===== src/sdcc_pkg.sv =====
`default_nettype none
package sdcc_pkg;

   // ***************************************************************
   // Clock and timing
   // ***************************************************************
   localparam int unsigned CLK_HZ          = 200_000_000;
   localparam int unsigned CLK_PERIOD_NS   = 5;
   localparam int unsigned LED_TICK_MS     = 250;
   localparam int unsigned LED_TICK_CYCLES = CLK_HZ / 1000 * LED_TICK_MS;
   localparam int unsigned SMOOTH_MIN_NS   = 50;
   localparam int unsigned SMOOTH_MAX_NS   = 1000;
   // Least step spacing rounds up, longest start spacing rounds down
   localparam logic [15:0] SMOOTH_MIN_CYC  = 16'((SMOOTH_MIN_NS + CLK_PERIOD_NS - 1) / CLK_PERIOD_NS);
   localparam logic [15:0] SMOOTH_MAX_CYC  = 16'(SMOOTH_MAX_NS / CLK_PERIOD_NS);
   localparam logic [1:0]  BOOT_WAIT       = 2'h2;

   // ***************************************************************
   // Resolution, pins and fault coding
   // ***************************************************************
   localparam logic [15:0] DEFAULT_STEPS   = 16'h0fa0;
   localparam int unsigned PIN_W           = 13;
   localparam int unsigned FAULT_W         = 5;
   localparam int unsigned F_OVERCURRENT   = 0;
   localparam int unsigned F_OVERVOLTAGE   = 1;
   localparam int unsigned F_INT_SUPPLY    = 2;
   localparam int unsigned F_TRACKING      = 3;
   localparam int unsigned F_ENC_PHASE     = 4;
   localparam logic [4:0]  LED_PAUSE_SLOTS = 5'h04;

   typedef enum logic [1:0] {
      SDCC_STEP_AND_SENSE = 2'b00,
      SDCC_FWD_REV        = 2'b01,
      SDCC_QUADRATURE     = 2'b10
   } sdcc_mode_t;

   // Latched power-up configuration
   typedef struct packed {
      logic done;
      logic rot_fwd;
      logic smooth_on;
      logic format_dual;
   } sdcc_cfg_t;

   // Whole state of the top module
   typedef struct packed {
      logic [1:0]         boot_cnt;
      sdcc_cfg_t          cfg;
      logic               closed;
      logic [15:0]        steps;
      logic [1:0]         cmd_prev;
      logic [1:0]         enc_prev;
      logic signed [15:0] backlog;
      logic [15:0]        interval;
      logic [15:0]        timer;
      logic               step_out;
      logic               dir_out;
      logic signed [31:0] cmd_pos;
      logic signed [31:0] enc_pos;
      logic signed [31:0] pos_err;
      logic [4:0]         faults;
      logic [31:0]        tick_cnt;
      logic               tick;
      logic [4:0]         slot;
      logic               green;
      logic               red;
   } sdcc_state_t;

   // Pattern index: bit set means switch off, first switch is bit 0
   function automatic logic [15:0] steps_of(input logic [3:0] idx);
      case (idx)
         4'h1:    steps_of = 16'h0320;
         4'h2:    steps_of = 16'h0640;
         4'h3:    steps_of = 16'h0c80;
         4'h4:    steps_of = 16'h1900;
         4'h5:    steps_of = 16'h3200;
         4'h6:    steps_of = 16'h6400;
         4'h7:    steps_of = 16'h1c20;
         4'h8:    steps_of = 16'h03e8;
         4'h9:    steps_of = 16'h07d0;
         4'ha:    steps_of = 16'h0fa0;
         4'hb:    steps_of = 16'h1388;
         4'hc:    steps_of = 16'h1f40;
         4'hd:    steps_of = 16'h2710;
         4'he:    steps_of = 16'h4e20;
         4'hf:    steps_of = 16'h9c40;
         default: steps_of = 16'h0000;
      endcase
   endfunction

   // Quadrature step: {moved, forward, illegal double change}
   function automatic logic [2:0] quad_of(input logic [1:0] prev, input logic [1:0] cur);
      logic both;
      logic one;
      both = (prev[1] != cur[1]) && (prev[0] != cur[0]);
      one  = (prev != cur) && !both;
      quad_of = {one, prev[1] ^ cur[0], both};
   endfunction

endpackage
`default_nettype wire


===== src/sdcc_sync2.sv =====
`timescale 1ns/1ps
`default_nettype none
module sdcc_sync2 #(
   parameter int WIDTH = 1
) (
   input  wire logic             clk_i,
   input  wire logic             rst_n_i,
   input  wire logic [WIDTH-1:0] d_i,
   output logic      [WIDTH-1:0] q_o
);

   typedef struct packed {
      logic [WIDTH-1:0] meta;
      logic [WIDTH-1:0] stable;
   } sdcc_sync_state_t;

   sdcc_sync_state_t s_q;
   sdcc_sync_state_t s_d;

   // Only the second stage is visible; the first may be metastable
   always_comb begin
      s_d.meta   = d_i;
      s_d.stable = s_q.meta;
   end

   always_ff @(posedge clk_i) begin
      if (!rst_n_i) begin
         s_q <= '0;
      end else begin
         s_q <= s_d;
      end
   end

   assign q_o = s_q.stable;

endmodule
`default_nettype wire


===== src/sdcc_top.sv =====
// Operation
// - Four switches pick one of sixteen resolutions
// - All switches on selects default or software resolution
// - Rotation switch on forward, off reverses sense
// - Direction, smoothing, format switches sampled at power-up
// - Smoothing switch on shapes steps through S-ramp
// - Format off step-and-sense, on forward/reverse pulses
// - Quadrature command format selectable by software only
// - Fault output reports the alarm state
// - Encoder A/B channels give position feedback
// - Not allowed: green steady, red dark
// - Normal running: green flashes
// - Overcurrent: one green, one red flash
// - Overvoltage: one green, two red flashes
// - Internal supply fault: one green, three red
// - Tracking error over limit: one green, four red
// - Encoder phase error: one green, five red
`timescale 1ns/1ps
`default_nettype none
module sdcc_top #(
   parameter int unsigned LED_TICK_CYCLES = sdcc_pkg::LED_TICK_CYCLES
) (
   input  wire logic        clk_i,
   input  wire logic        rst_n_i,
   input  wire logic [3:0]  microstep_select_switches_i,
   input  wire logic        initial_rotation_switch_i,
   input  wire logic        s_curve_smoothing_switch_i,
   input  wire logic        pulse_format_switch_i,
   input  wire logic        loop_mode_switch_i,
   input  wire logic        step_pulse_input_i,
   input  wire logic        sense_input_i,
   input  wire logic        drive_allow_input_i,
   input  wire logic        feedback_channel_first_i,
   input  wire logic        feedback_channel_second_i,
   input  wire logic        sw_quadrature_i,
   input  wire logic        sw_res_valid_i,
   input  wire logic [15:0] sw_resolution_i,
   input  wire logic [31:0] tracking_limit_i,
   input  wire logic        fault_overcurrent_i,
   input  wire logic        fault_overvoltage_i,
   input  wire logic        fault_int_supply_i,
   output logic [15:0]      steps_per_rev_o,
   output logic [1:0]       pulse_mode_o,
   output logic             motor_step_o,
   output logic             motor_dir_o,
   output logic             energise_o,
   output logic             closed_loop_o,
   output logic [31:0]      position_error_o,
   output logic             fault_output_o,
   output logic             led_green_o,
   output logic             led_red_o
);

   // ***************************************************************
   // Pin synchronisers
   // ***************************************************************
   logic [sdcc_pkg::PIN_W-1:0] pins_s;
   logic [3:0]                 ms_s;
   logic                       rot_s;
   logic                       smooth_s;
   logic                       fmt_s;
   logic                       loop_s;
   logic                       step_s;
   logic                       sense_s;
   logic                       allow_s;
   logic                       enc_a_s;
   logic                       enc_b_s;

   // Switches also cross here: a bank toggled mid-capture must not split
   sdcc_sync2 #(
      .WIDTH (sdcc_pkg::PIN_W)
   ) u_sync (
      .clk_i   (clk_i),
      .rst_n_i (rst_n_i),
      .d_i     ({loop_mode_switch_i, pulse_format_switch_i, s_curve_smoothing_switch_i,
                 initial_rotation_switch_i, microstep_select_switches_i,
                 feedback_channel_second_i, feedback_channel_first_i,
                 drive_allow_input_i, sense_input_i, step_pulse_input_i}),
      .q_o     (pins_s)
   );

   assign {loop_s, fmt_s, smooth_s, rot_s, ms_s, enc_b_s, enc_a_s, allow_s, sense_s, step_s} = pins_s;

   // ***************************************************************
   // State
   // ***************************************************************
   sdcc_pkg::sdcc_state_t s_q;
   sdcc_pkg::sdcc_state_t s_d;
   sdcc_pkg::sdcc_mode_t  mode;
   logic                  run;
   logic                  cmd_step;
   logic                  cmd_dir;
   logic                  mdir;
   logic [2:0]            cq;
   logic [2:0]            eq;
   logic                  out_step;
   logic                  out_dir;
   logic signed [15:0]    delta;
   logic [31:0]           err_abs;
   logic [2:0]            code;
   logic [4:0]            last_slot;
   logic [4:0]            slot_n;

   // Quadrature beats the switch; the switch itself stays frozen after boot
   assign mode = sw_quadrature_i ? sdcc_pkg::SDCC_QUADRATURE :
                 (s_q.cfg.format_dual ? sdcc_pkg::SDCC_FWD_REV : sdcc_pkg::SDCC_STEP_AND_SENSE);
   assign run  = s_q.cfg.done && allow_s && (s_q.faults == '0);

   // ***************************************************************
   // Next state
   // ***************************************************************
   always_comb begin
      s_d      = s_q;
      cmd_step = 1'b0;
      cmd_dir  = 1'b0;
      out_step = 1'b0;
      out_dir  = 1'b0;
      delta    = 16'sh0000;
      code     = 3'h0;
      cq       = sdcc_pkg::quad_of(s_q.cmd_prev, {step_s, sense_s});
      eq       = sdcc_pkg::quad_of(s_q.enc_prev, {enc_a_s, enc_b_s});
      s_d.step_out = 1'b0;

      // Capture once, after the synchronisers hold real switch levels
      if (!s_q.cfg.done) begin
         if (s_q.boot_cnt == sdcc_pkg::BOOT_WAIT) begin
            s_d.cfg.done        = 1'b1;
            s_d.cfg.rot_fwd     = rot_s;
            s_d.cfg.smooth_on   = smooth_s;
            s_d.cfg.format_dual = fmt_s;
         end else begin
            s_d.boot_cnt = s_q.boot_cnt + 2'h1;
         end
      end

      // Resolution and loop mode follow the switches live
      if (ms_s == 4'hf) begin
         s_d.steps = sw_res_valid_i ? sw_resolution_i : sdcc_pkg::DEFAULT_STEPS;
      end else begin
         s_d.steps = sdcc_pkg::steps_of(~ms_s);
      end
      s_d.closed   = !loop_s;
      s_d.cmd_prev = {step_s, sense_s};
      s_d.enc_prev = {enc_a_s, enc_b_s};

      // Command decode for the three formats
      case (mode)
         sdcc_pkg::SDCC_STEP_AND_SENSE: begin
            cmd_step = step_s && !s_q.cmd_prev[1];
            cmd_dir  = sense_s;
         end
         sdcc_pkg::SDCC_FWD_REV: begin
            // Coincident edges cancel rather than guess a direction
            cmd_step = (step_s && !s_q.cmd_prev[1]) != (sense_s && !s_q.cmd_prev[0]);
            cmd_dir  = step_s && !s_q.cmd_prev[1];
         end
         sdcc_pkg::SDCC_QUADRATURE: begin
            cmd_step = cq[2];
            cmd_dir  = cq[1];
         end
         default: begin
            cmd_step = 1'b0;
            cmd_dir  = 1'b0;
         end
      endcase
      cmd_step = cmd_step && run;
      mdir     = ~(cmd_dir ^ s_q.cfg.rot_fwd);

      // Step path, straight or through the ramp
      if (!run) begin
         s_d.backlog  = 16'sh0000;
         s_d.interval = sdcc_pkg::SMOOTH_MAX_CYC;
         s_d.timer    = 16'h0000;
      end else if (!s_q.cfg.smooth_on) begin
         out_step = cmd_step;
         out_dir  = mdir;
      end else begin
         // Spacing shrinks while work is pending and resets when idle
         if (cmd_step) begin
            delta = mdir ? 16'sh0001 : -16'sh0001;
         end
         if (s_q.timer != 16'h0000) begin
            s_d.timer = s_q.timer - 16'h0001;
         end else if (s_q.backlog != 16'sh0000) begin
            out_step  = 1'b1;
            out_dir   = !s_q.backlog[15];
            delta     = delta - (out_dir ? 16'sh0001 : -16'sh0001);
            s_d.timer = s_q.interval;
            if (s_q.interval > sdcc_pkg::SMOOTH_MIN_CYC) begin
               s_d.interval = s_q.interval - 16'h0001;
            end
         end else begin
            s_d.interval = sdcc_pkg::SMOOTH_MAX_CYC;
         end
         s_d.backlog = s_q.backlog + delta;
      end
      s_d.step_out = out_step;
      if (out_step) begin
         s_d.dir_out = out_dir;
         s_d.cmd_pos = s_q.cmd_pos + (out_dir ? 32'sh1 : -32'sh1);
      end

      // Encoder count and tracking error; open loop keeps them aligned
      // Changes seen before capture come from the zeroed synchroniser, not the shaft
      if (s_q.closed) begin
         if (eq[2] && s_q.cfg.done) begin
            s_d.enc_pos = s_q.enc_pos + (eq[1] ? 32'sh1 : -32'sh1);
         end
         s_d.pos_err = s_q.cmd_pos - s_q.enc_pos;
      end else begin
         s_d.enc_pos = s_q.cmd_pos;
         s_d.pos_err = 32'sh0;
      end
      err_abs = s_q.pos_err[31] ? 32'(-s_q.pos_err) : 32'(s_q.pos_err);

      // Faults stay set until reset
      if (s_q.cfg.done) begin
         s_d.faults[sdcc_pkg::F_OVERCURRENT] = s_q.faults[sdcc_pkg::F_OVERCURRENT] || fault_overcurrent_i;
         s_d.faults[sdcc_pkg::F_OVERVOLTAGE] = s_q.faults[sdcc_pkg::F_OVERVOLTAGE] || fault_overvoltage_i;
         s_d.faults[sdcc_pkg::F_INT_SUPPLY]  = s_q.faults[sdcc_pkg::F_INT_SUPPLY] || fault_int_supply_i;
         s_d.faults[sdcc_pkg::F_TRACKING]    = s_q.faults[sdcc_pkg::F_TRACKING] ||
                                               (s_q.closed && (err_abs > tracking_limit_i));
         s_d.faults[sdcc_pkg::F_ENC_PHASE]   = s_q.faults[sdcc_pkg::F_ENC_PHASE] ||
                                               (s_q.closed && eq[0]);
      end

      // Indicator tick divider
      s_d.tick = 1'b0;
      if (s_q.tick_cnt >= 32'(LED_TICK_CYCLES - 1)) begin
         s_d.tick_cnt = 32'h0;
         s_d.tick     = 1'b1;
      end else begin
         s_d.tick_cnt = s_q.tick_cnt + 32'h1;
      end

      // Lowest numbered fault wins the indicator
      for (int i = sdcc_pkg::FAULT_W - 1; i >= 0; i--) begin
         if (s_q.faults[i]) begin
            code = 3'(i + 1);
         end
      end
      last_slot = 5'({code, 1'b1}) + sdcc_pkg::LED_PAUSE_SLOTS;
      slot_n    = (s_q.slot >= last_slot) ? 5'h00 : s_q.slot + 5'h01;

      if (s_q.tick) begin
         if (code != 3'h0) begin
            // Green slot, then code red flashes on even slots, then a pause
            s_d.slot  = slot_n;
            s_d.green = (slot_n == 5'h00);
            s_d.red   = (slot_n >= 5'h02) && (slot_n <= 5'({code, 1'b0})) && !slot_n[0];
         end else if (!allow_s) begin
            s_d.slot  = 5'h00;
            s_d.green = 1'b1;
            s_d.red   = 1'b0;
         end else begin
            s_d.slot  = 5'h00;
            s_d.green = !s_q.green;
            s_d.red   = 1'b0;
         end
      end
   end

   always_ff @(posedge clk_i) begin
      if (!rst_n_i) begin
         s_q <= '0;
      end else begin
         s_q <= s_d;
      end
   end

   // ***************************************************************
   // Outputs
   // ***************************************************************
   assign steps_per_rev_o  = s_q.steps;
   assign pulse_mode_o     = mode;
   assign motor_step_o     = s_q.step_out;
   assign motor_dir_o      = s_q.dir_out;
   assign energise_o       = run;
   assign closed_loop_o    = s_q.closed;
   assign position_error_o = s_q.pos_err;
   assign fault_output_o   = (s_q.faults != '0);
   assign led_green_o      = s_q.green;
   assign led_red_o        = s_q.red;
endmodule
`default_nettype wire


===== config.mk =====
export PLATFORM = sky130hd
export DESIGN_NAME = sdcc_top
export DESIGN_NICKNAME = d
export VERILOG_FILES = /design/src/sdcc_pkg.sv /design/src/sdcc_sync2.sv /design/src/sdcc_top.sv
export SDC_FILE = /design/constraint.sdc
export NUM_CORES = 1
export LEC_CHECK = 0
export CAP_MARGIN = 20
export CORE_MARGIN = 2
export CORE_UTILIZATION = 60
export CTS_BUF_LIST = sky130_fd_sc_hd__clkbuf_4 sky130_fd_sc_hd__clkbuf_8 sky130_fd_sc_hd__clkbuf_16
export DETAILED_ROUTE_END_ITERATION = 8
export DONT_BUFFER_PORTS = 1
export PLACE_DENSITY = 0.76
export SYNTH_ARGS = -nofsm -noshare
export SYNTH_HDL_FRONTEND = slang
export SYNTH_SLANG_ARGS = --single-unit

===== constraint.sdc =====
create_clock -name clk_i -period 5.15 [get_ports clk_i]
set_input_delay 1.03 -clock clk_i [delete_from_list [all_inputs] [get_ports clk_i]]
set_output_delay 1.03 -clock clk_i [all_outputs]
set_load 0.03 [all_outputs]

; ---- Word-level counts from Yosys, hierarchy flattened
; Memories as Yosys holds them, arrays and structs flattened.
; Index checks and enable logic that the tools add are counted.
[classes]
addsub = 12
mul = 0
div_mod_pow = 0
n_lt_le_gt_ge = 6
n_eq_ne = 16
shift = 0
n_mux = 46
n_bitwise = 9
reduce_logical = 43
[op_table]
columns = operator, count
row1 = $mux 16, 15
row2 = $mux 32, 4
row3 = $add 32x32->32, 2
row4 = $mux 64, 1
row5 = $mux 24, 2
row6 = $add 32x1->32 const B, 1
row7 = $ge 32x26->1 const B, 1
row8 = $gt 32x32->1, 1
row9 = $neg 32->32, 1
row10 = $reduce_bool 16->1, 2
row11 = $sub 16x1->16 const B, 2
row12 = $sub 32x32->32, 1
row13 = $add 16x16->16, 1
row14 = $gt 16x4->1 const B, 1
row15 = $sub 16x16->16, 1
row16 = $mux 3, 5
row17 = $logic_and 1x1->1, 14
row18 = $logic_not 5->1, 2
row19 = $mux 1, 10
row20 = $reduce_and 2->1, 5
row21 = $logic_not 1->1, 8
row22 = $mux 4, 2
row23 = $mux 8, 1
row24 = $mux 7, 1
row25 = 27 further kinds, 48
[word_totals]
reg_bits = 244
latch_bits = 0
mem_bits_rw = 0
rom_bits = 208
in_bits = 68
output_inout_bits = 57
memories = 1
[mem_list]
columns = memory, depth, width, rd, rd_ports_with_merged_regs, wr, line
row1 = (no name shown), 16, 13, 1, 0, 0, sdcc_pkg.sv:71  ; case (idx)

; ---- Depth between registers and ports, before layout
[logic_depth]
word_depth = 15
mapped_depth = 22

; ---- Hierarchy
; A second synthesis with hierarchy kept.
[unflattened]
hier_cells = 2123
hier_area_um2 = 16847.4
[by_module_without_submodules]
columns = module, n_inst, cells_each, area_each_um2, seq_area_each_um2
row1 = sdcc_top, 1, 2069, 16116.7, 4364.2
row2 = sdcc_sync2, 1, 54, 730.7, 520.5

; ---- Worst setup path before layout
; OpenSTA, ideal clock, no wires.
[synth_path]
path_kind = input -> register
startpoint = input port sw_quadrature_i
endpoint = register s_q[190] (netlist bit)
setup_time_ns = 0.070
t_arrival_ns = 4.749
path_slack_ns = 0.331
stages = 18
n_path_buf = 0
cell_sequence = mux2i_1 xor2_1 nand2_1 fa_1 fa_1 inv_1 fa_1 a21o_1 ha_1 o21ai_0 nand2b_1 nand2_1 o31ai_1 nand4_1 a31oi_1 xor2_1 or3_1 a21oi_1
[synth_between]
elab_chain_len = 14
word_cells_on_any_way = 18
[synth_rtl]
columns = element, line
row1 = start: declaration, sdcc_top.sv:35  ; input wire logic sw_quadrature_i,
row2 = $mux 2 (*), sdcc_top.sv:105  ; assign mode = sw_quadrature_i ? sdcc_pkg::SDCC_QUADRATURE :
row3 = $eq 2x2->1 (tied with other cells), sdcc_top.sv:147  ; case (mode)
row4 = $pmux 1 s3, sdcc_top.sv:147
row5 = $xor 1x1->1, sdcc_top.sv:167  ; mdir = ~(cmd_dir ^ s_q.cfg.rot_fwd);
row6 = $mux 16, sdcc_top.sv:180  ; delta = mdir ? 16'sh0001 : -16'sh0001;
row7 = $mux 16 (*), sdcc_top.sv:179  ; if (cmd_step) begin
row8 = $mux 16 (*), sdcc_top.sv:174  ; end else if (!s_q.cfg.smooth_on) begin
row9 = $mux 16 (*), sdcc_top.sv:170  ; if (!run) begin
row10 = $sub 16x16->16, sdcc_top.sv:187  ; delta = delta - (out_dir ? 16'sh0001 : -16'sh0001);
row11 = $mux 16, sdcc_top.sv:184  ; end else if (s_q.backlog != 16'sh0000) begin
row12 = $mux 16 (*), sdcc_top.sv:182  ; if (s_q.timer != 16'h0000) begin
row13 = $mux 16 (*), sdcc_top.sv:174
row14 = $mux 16 (*), sdcc_top.sv:170
row15 = $add 16x16->16 (*), sdcc_top.sv:195  ; s_d.backlog = s_q.backlog + delta;
row16 = end signal: assignment, sdcc_top.sv:265  ; s_q <= '0;
row17 = end signal: assignment, sdcc_top.sv:267  ; s_q <= s_d;
row18 = end: declaration, sdcc_top.sv:87  ; sdcc_pkg::sdcc_state_t s_q;
; Every way passes the cells marked *; elsewhere a longest branch is shown, timed or not. The select of a mux whose other input is x is not followed.
; A chain may end at the register's enable or synchronous reset.

; ---- Final worst setup path
[layout_path]
startpoint = register s_q[40] (netlist bit)
endpoint = register s_q[190] (netlist bit)
[layout_between]
elab_chain_len = 12
word_cells_on_any_way = 13
[layout_rtl]
columns = element, line
row1 = $logic_not 5->1 (*), sdcc_top.sv:107  ; assign run = s_q.cfg.done && allow_s && (s_q.faults == '0);
row2 = $logic_and 1x1->1 (*), sdcc_top.sv:107
row3 = $logic_and 1x1->1, sdcc_top.sv:166  ; cmd_step = cmd_step && run;
row4 = $mux 16, sdcc_top.sv:179
row5 = $mux 16, sdcc_top.sv:174
row6 = $mux 16, sdcc_top.sv:170
row7 = $sub 16x16->16, sdcc_top.sv:187
row8 = $mux 16, sdcc_top.sv:184
row9 = $mux 16, sdcc_top.sv:182
row10 = $mux 16, sdcc_top.sv:174
row11 = $mux 16, sdcc_top.sv:170
row12 = $add 16x16->16, sdcc_top.sv:195
; Marked as above.

==> results.py <==
metrics = {
    "pwr": {
        "intPower_mw": 3.94,
        "seq_power_share_pct": 37.6,
        "clkPwrFrac_pct": 39.2,
        "powerDensity_nw_per_um2": 314,
        "ir_drop_mv": 0.258,
        "power_switching_share_pct": 30.3,
        "power_switching_mw": 1.71,
        "leakage_nw": 7.77,
        "p_comb_share_pct": 23.2,
    },
    "sta": {
        "finalSetupViolCount": 0,
        "fin_crit_sh_pct": 92.9,
        "worst_pin_slew_ns": 1.06,
        "setup_tns_ns": 0,
        "fmax_mhz": 209,
        "min_period_ns": 4.79,
        "slew_headroom_pct": 29.5,
        "finalHoldViolations": 0,
        "drv_slew": 0,
        "finalClockSkew_ns": 0.0218,
        "grt_setup_unrepaired": "no",
        "hold_ws_ns": 0.376,
    },
    "critical_path": {
        "start_kind": "flop",
        "cp_data_required_time_ns": 5.63,
        "critPathCaptureType": "flop",
        "crit_type": "reg2reg",
        "critPathMaxFanout": 6,
        "crit_arrival_ns": 5.27,
    },
    "min_path": {
        "hold_class": "reg2reg",
    },
    "logic_synthesis": {
        "ys_types": 81,
        "synth-edff-count": 0,
        "synthTopCellsByArea": "dfxtp_1, ha_1, a21oi_1",
        "synth_area_um2": 16900,
        "ys_seq_elements": 244,
        "synthCells": 2129,
        "ys_async_sr_fraction_pct": 0,
        "yosysWarningCount": 0,
        "ys_seq_area_share_pct": 28.9,
        "yosysTopAreaCell": "dfxtp_1",
        "ys.flop_type": "dfxtp_1",
        "ys_top_cells_by_count": "dfxtp_1, nor2_1, a21oi_1, nand2_1, ha_1",
        "synth_most_common_cell": "dfxtp_1",
        "synth_top_area_share_pct": 28.9,
        "syn_avg_cell_area_um2": 7.93,
    },
    "die": {
        "start_util_pct": 60.9,
        "die_area_um2": 29500,
        "die_w_um": 172,
        "core_area_um2": 27700,
        "io_pins": 125,
        "die_h_um": 172,
        "std_cell_rows": 61,
    },
    "clock_tree": {
        "cts.path.max_buffers": 3,
        "numCtsBuffers": 27,
        "clkTransAtPathRegs_ns": 0.06,
        "tritoncts": "yes",
        "hold_buffers": 0,
        "htreeDepth": 1,
        "cts-root-buf": "clkbuf_16",
        "cts.sinks": 244,
        "clock_latency_ns": 0.55,
    },
    "layout": {
        "multiInputGateArea_um2": 10900,
        "syn2layout_area_growth_pct": 6.66,
        "nNetsFinal": 2301,
        "final_util_pct": 65.0,
        "fillers": 2417,
        "register_area_um2": 4890,
        "drive_gt1_share_pct": 5.62,
    },
    "outcome": {
        "status": "completed",
    },
    "global_routing": {
        "grt_max_degree": 70,
        "grt_pass1_wl_um": 65200,
        "antenna_found_initial": 1,
        "grt_pass1_vias": 14000,
        "gr-total-overflow": 0,
        "grt.total_usage_pct": 26.4,
    },
    "run": {
        "maxCapViolations": 0,
    },
    "placed_design": {
        "dpl.hpwl_um": 28700,
        "io_buffers": 0,
        "gp_congestion": 0.910,
    },
    "route": {
        "drc": 0,
        "post_drt_via_cell_ratio": 6.06,
        "wirelength_um": 39700,
        "dr.pass1.iters": 7,
        "wl_per_cell_um": 16.1,
        "ant_nets": 0,
        "dr_total_vias": 14900,
        "drtIter0Drc": 942,
    },
}
## layer usage
| layer | track usage [%] | part of all wire, % | vias up |
|---|---|---|---|
| met4 | 10.5 | 3.9 | 0 |
| li1 | - | - | 7325 |
| met3 | 3.34 | 4.7 | 100 |
| met2 | 47.1 | 48 | 399 |
| met1 | 32.1 | 43 | 7082 |
| met5 | 0 | 0 | - |
## critical path: stages, from the launching register on
cell      delay (ns)
dfxtp_1         0.33
nor3_1          0.27
and4_1          0.33
o211a_1         0.28
nand2_1         0.12
fa_1            0.42
fa_1            0.38
inv_1           0.08
fa_1            0.41
a21o_1          0.26
ha_1            0.34
o21ai_0         0.08
nand2b_1        0.09
nand2_1         0.11
o31ai_1         0.32
nand4_1         0.17
a31oi_1         0.19
xor2_1          0.10
or3_1           0.31
a21oi_1         0.14
## cell families (layout without fill, tap and decap cells)
| family | after synthesis | count (layout) | synth area share [%] |
|---|---|---|---|
| flops | 244 | 244 | 28.9 |
| mux | 30 | 30 | 1.79 |
| xor+xnor | 153 | 153 | 7.94 |
| fa+ha+maj | 171 | 171 | 13.1 |
| compound gates | 575 | 575 | 21.1 |
| simple gates | 705 | 705 | 20.2 |
| other cells | 1 | 7 | 0.0222 |
| buf+inv | 250 | 198 | 6.88 |
## sequential cells by signal, summed over array words and instances, names as in the netlist
| signal | count |
|---|---|
| s_q | 165 |
| position_error_o | 32 |
| steps_per_rev_o | 16 |
| u_sync.q_o | 13 |
| u_sync.s_d | 13 |
| closed_loop_o | 1 |
| led_green_o | 1 |
| led_red_o | 1 |
| motor_dir_o | 1 |
| motor_step_o | 1 |
## final timing paths
kind	startpoint	end	slack (ns)	cells after the start
max reg2reg	s_q[40]$_SDFFE_PN0P_	s_q[190]$_SDFFE_PN0P_	0.36	19
min reg2reg	u_sync.q_o[12]$_SDFF_PN0_	closed_loop_o$_SDFF_PN0_	0.38	1
min	u_sync.q_o[12]$_SDFF_PN0_	closed_loop_o$_SDFF_PN0_	0.38	1
max	s_q[40]$_SDFFE_PN0P_	s_q[190]$_SDFFE_PN0P_	0.36	19
## power by group through the flow
stage,clock (mW),sequential (mW),combinational [mW]
finish,2.21,2.13,1.31
global route,2.32,2.13,1.46
CTS,2.24,2.12,1.28
detailed placement,0,2.17,1.26
global placement,0,2.16,1.23
floorplan,0,2.07,1.15
## through the flow
step | instance area (um2) | power, mW | worst slack, ns | std cells
2_1_floorplan | 16900 | 3.22 | 0.331 | 2134
3_3_place_gp | 16800 | 3.39 | 0.229 | 2407
3_5_place_dp | 16800 | 3.43 | 0.0849 | 2407
4_1_cts | 17900 | 5.65 | 0.136 | 2456
5_1_grt | 18000 | 5.91 | 0.0336 | 2461
6_report | 18000 | 5.65 | 0.364 | 2461
## area by class of cell
class | instances | area share, %
antenna | 1 | 0.0139
clock buffer | 29 | 3.87
clock inverter | 20 | 1.86
inverter | 124 | 2.59
multi-input combinational | 1640 | 60.5
sequential | 244 | 27.1
tap | 378 | 2.63
timing repair buffer | 25 | 1.36
## cells in the final DEF (no fill, tap or decap), types with 9 or more instances in the layout
cell type    n
dfxtp_1    243
nor2_1     223
a21oi_1    200
nand2_1    184
ha_1       162
o21ai_0    123
inv_1      122
xnor2_1     99
a21o_1      64
xor2_1      54
nand3_1     48
and2_1      40
nor3_1      36
mux2i_1     28
clkbuf_16   27
nand4_1     26
a31oi_1     25
o31ai_1     22
nor2b_1     22
a211oi_1    21
buf_4       21
and3_1      19
nand2b_1    17
or3_1       16
nor4_1      14
o211ai_1    14
o21a_1      14
o21bai_1    10
o41ai_1      9
a311oi_1     9
fa_1         9
## repair_timing
action / CTS / global route
setup buffers: 0 / 0
hold endpoints to repair: 0 / 0
setup endpoints to repair: 0 / 5
gates resized for setup: 0 / 11
No activity file was read; power rests on OpenSTA's default activity.
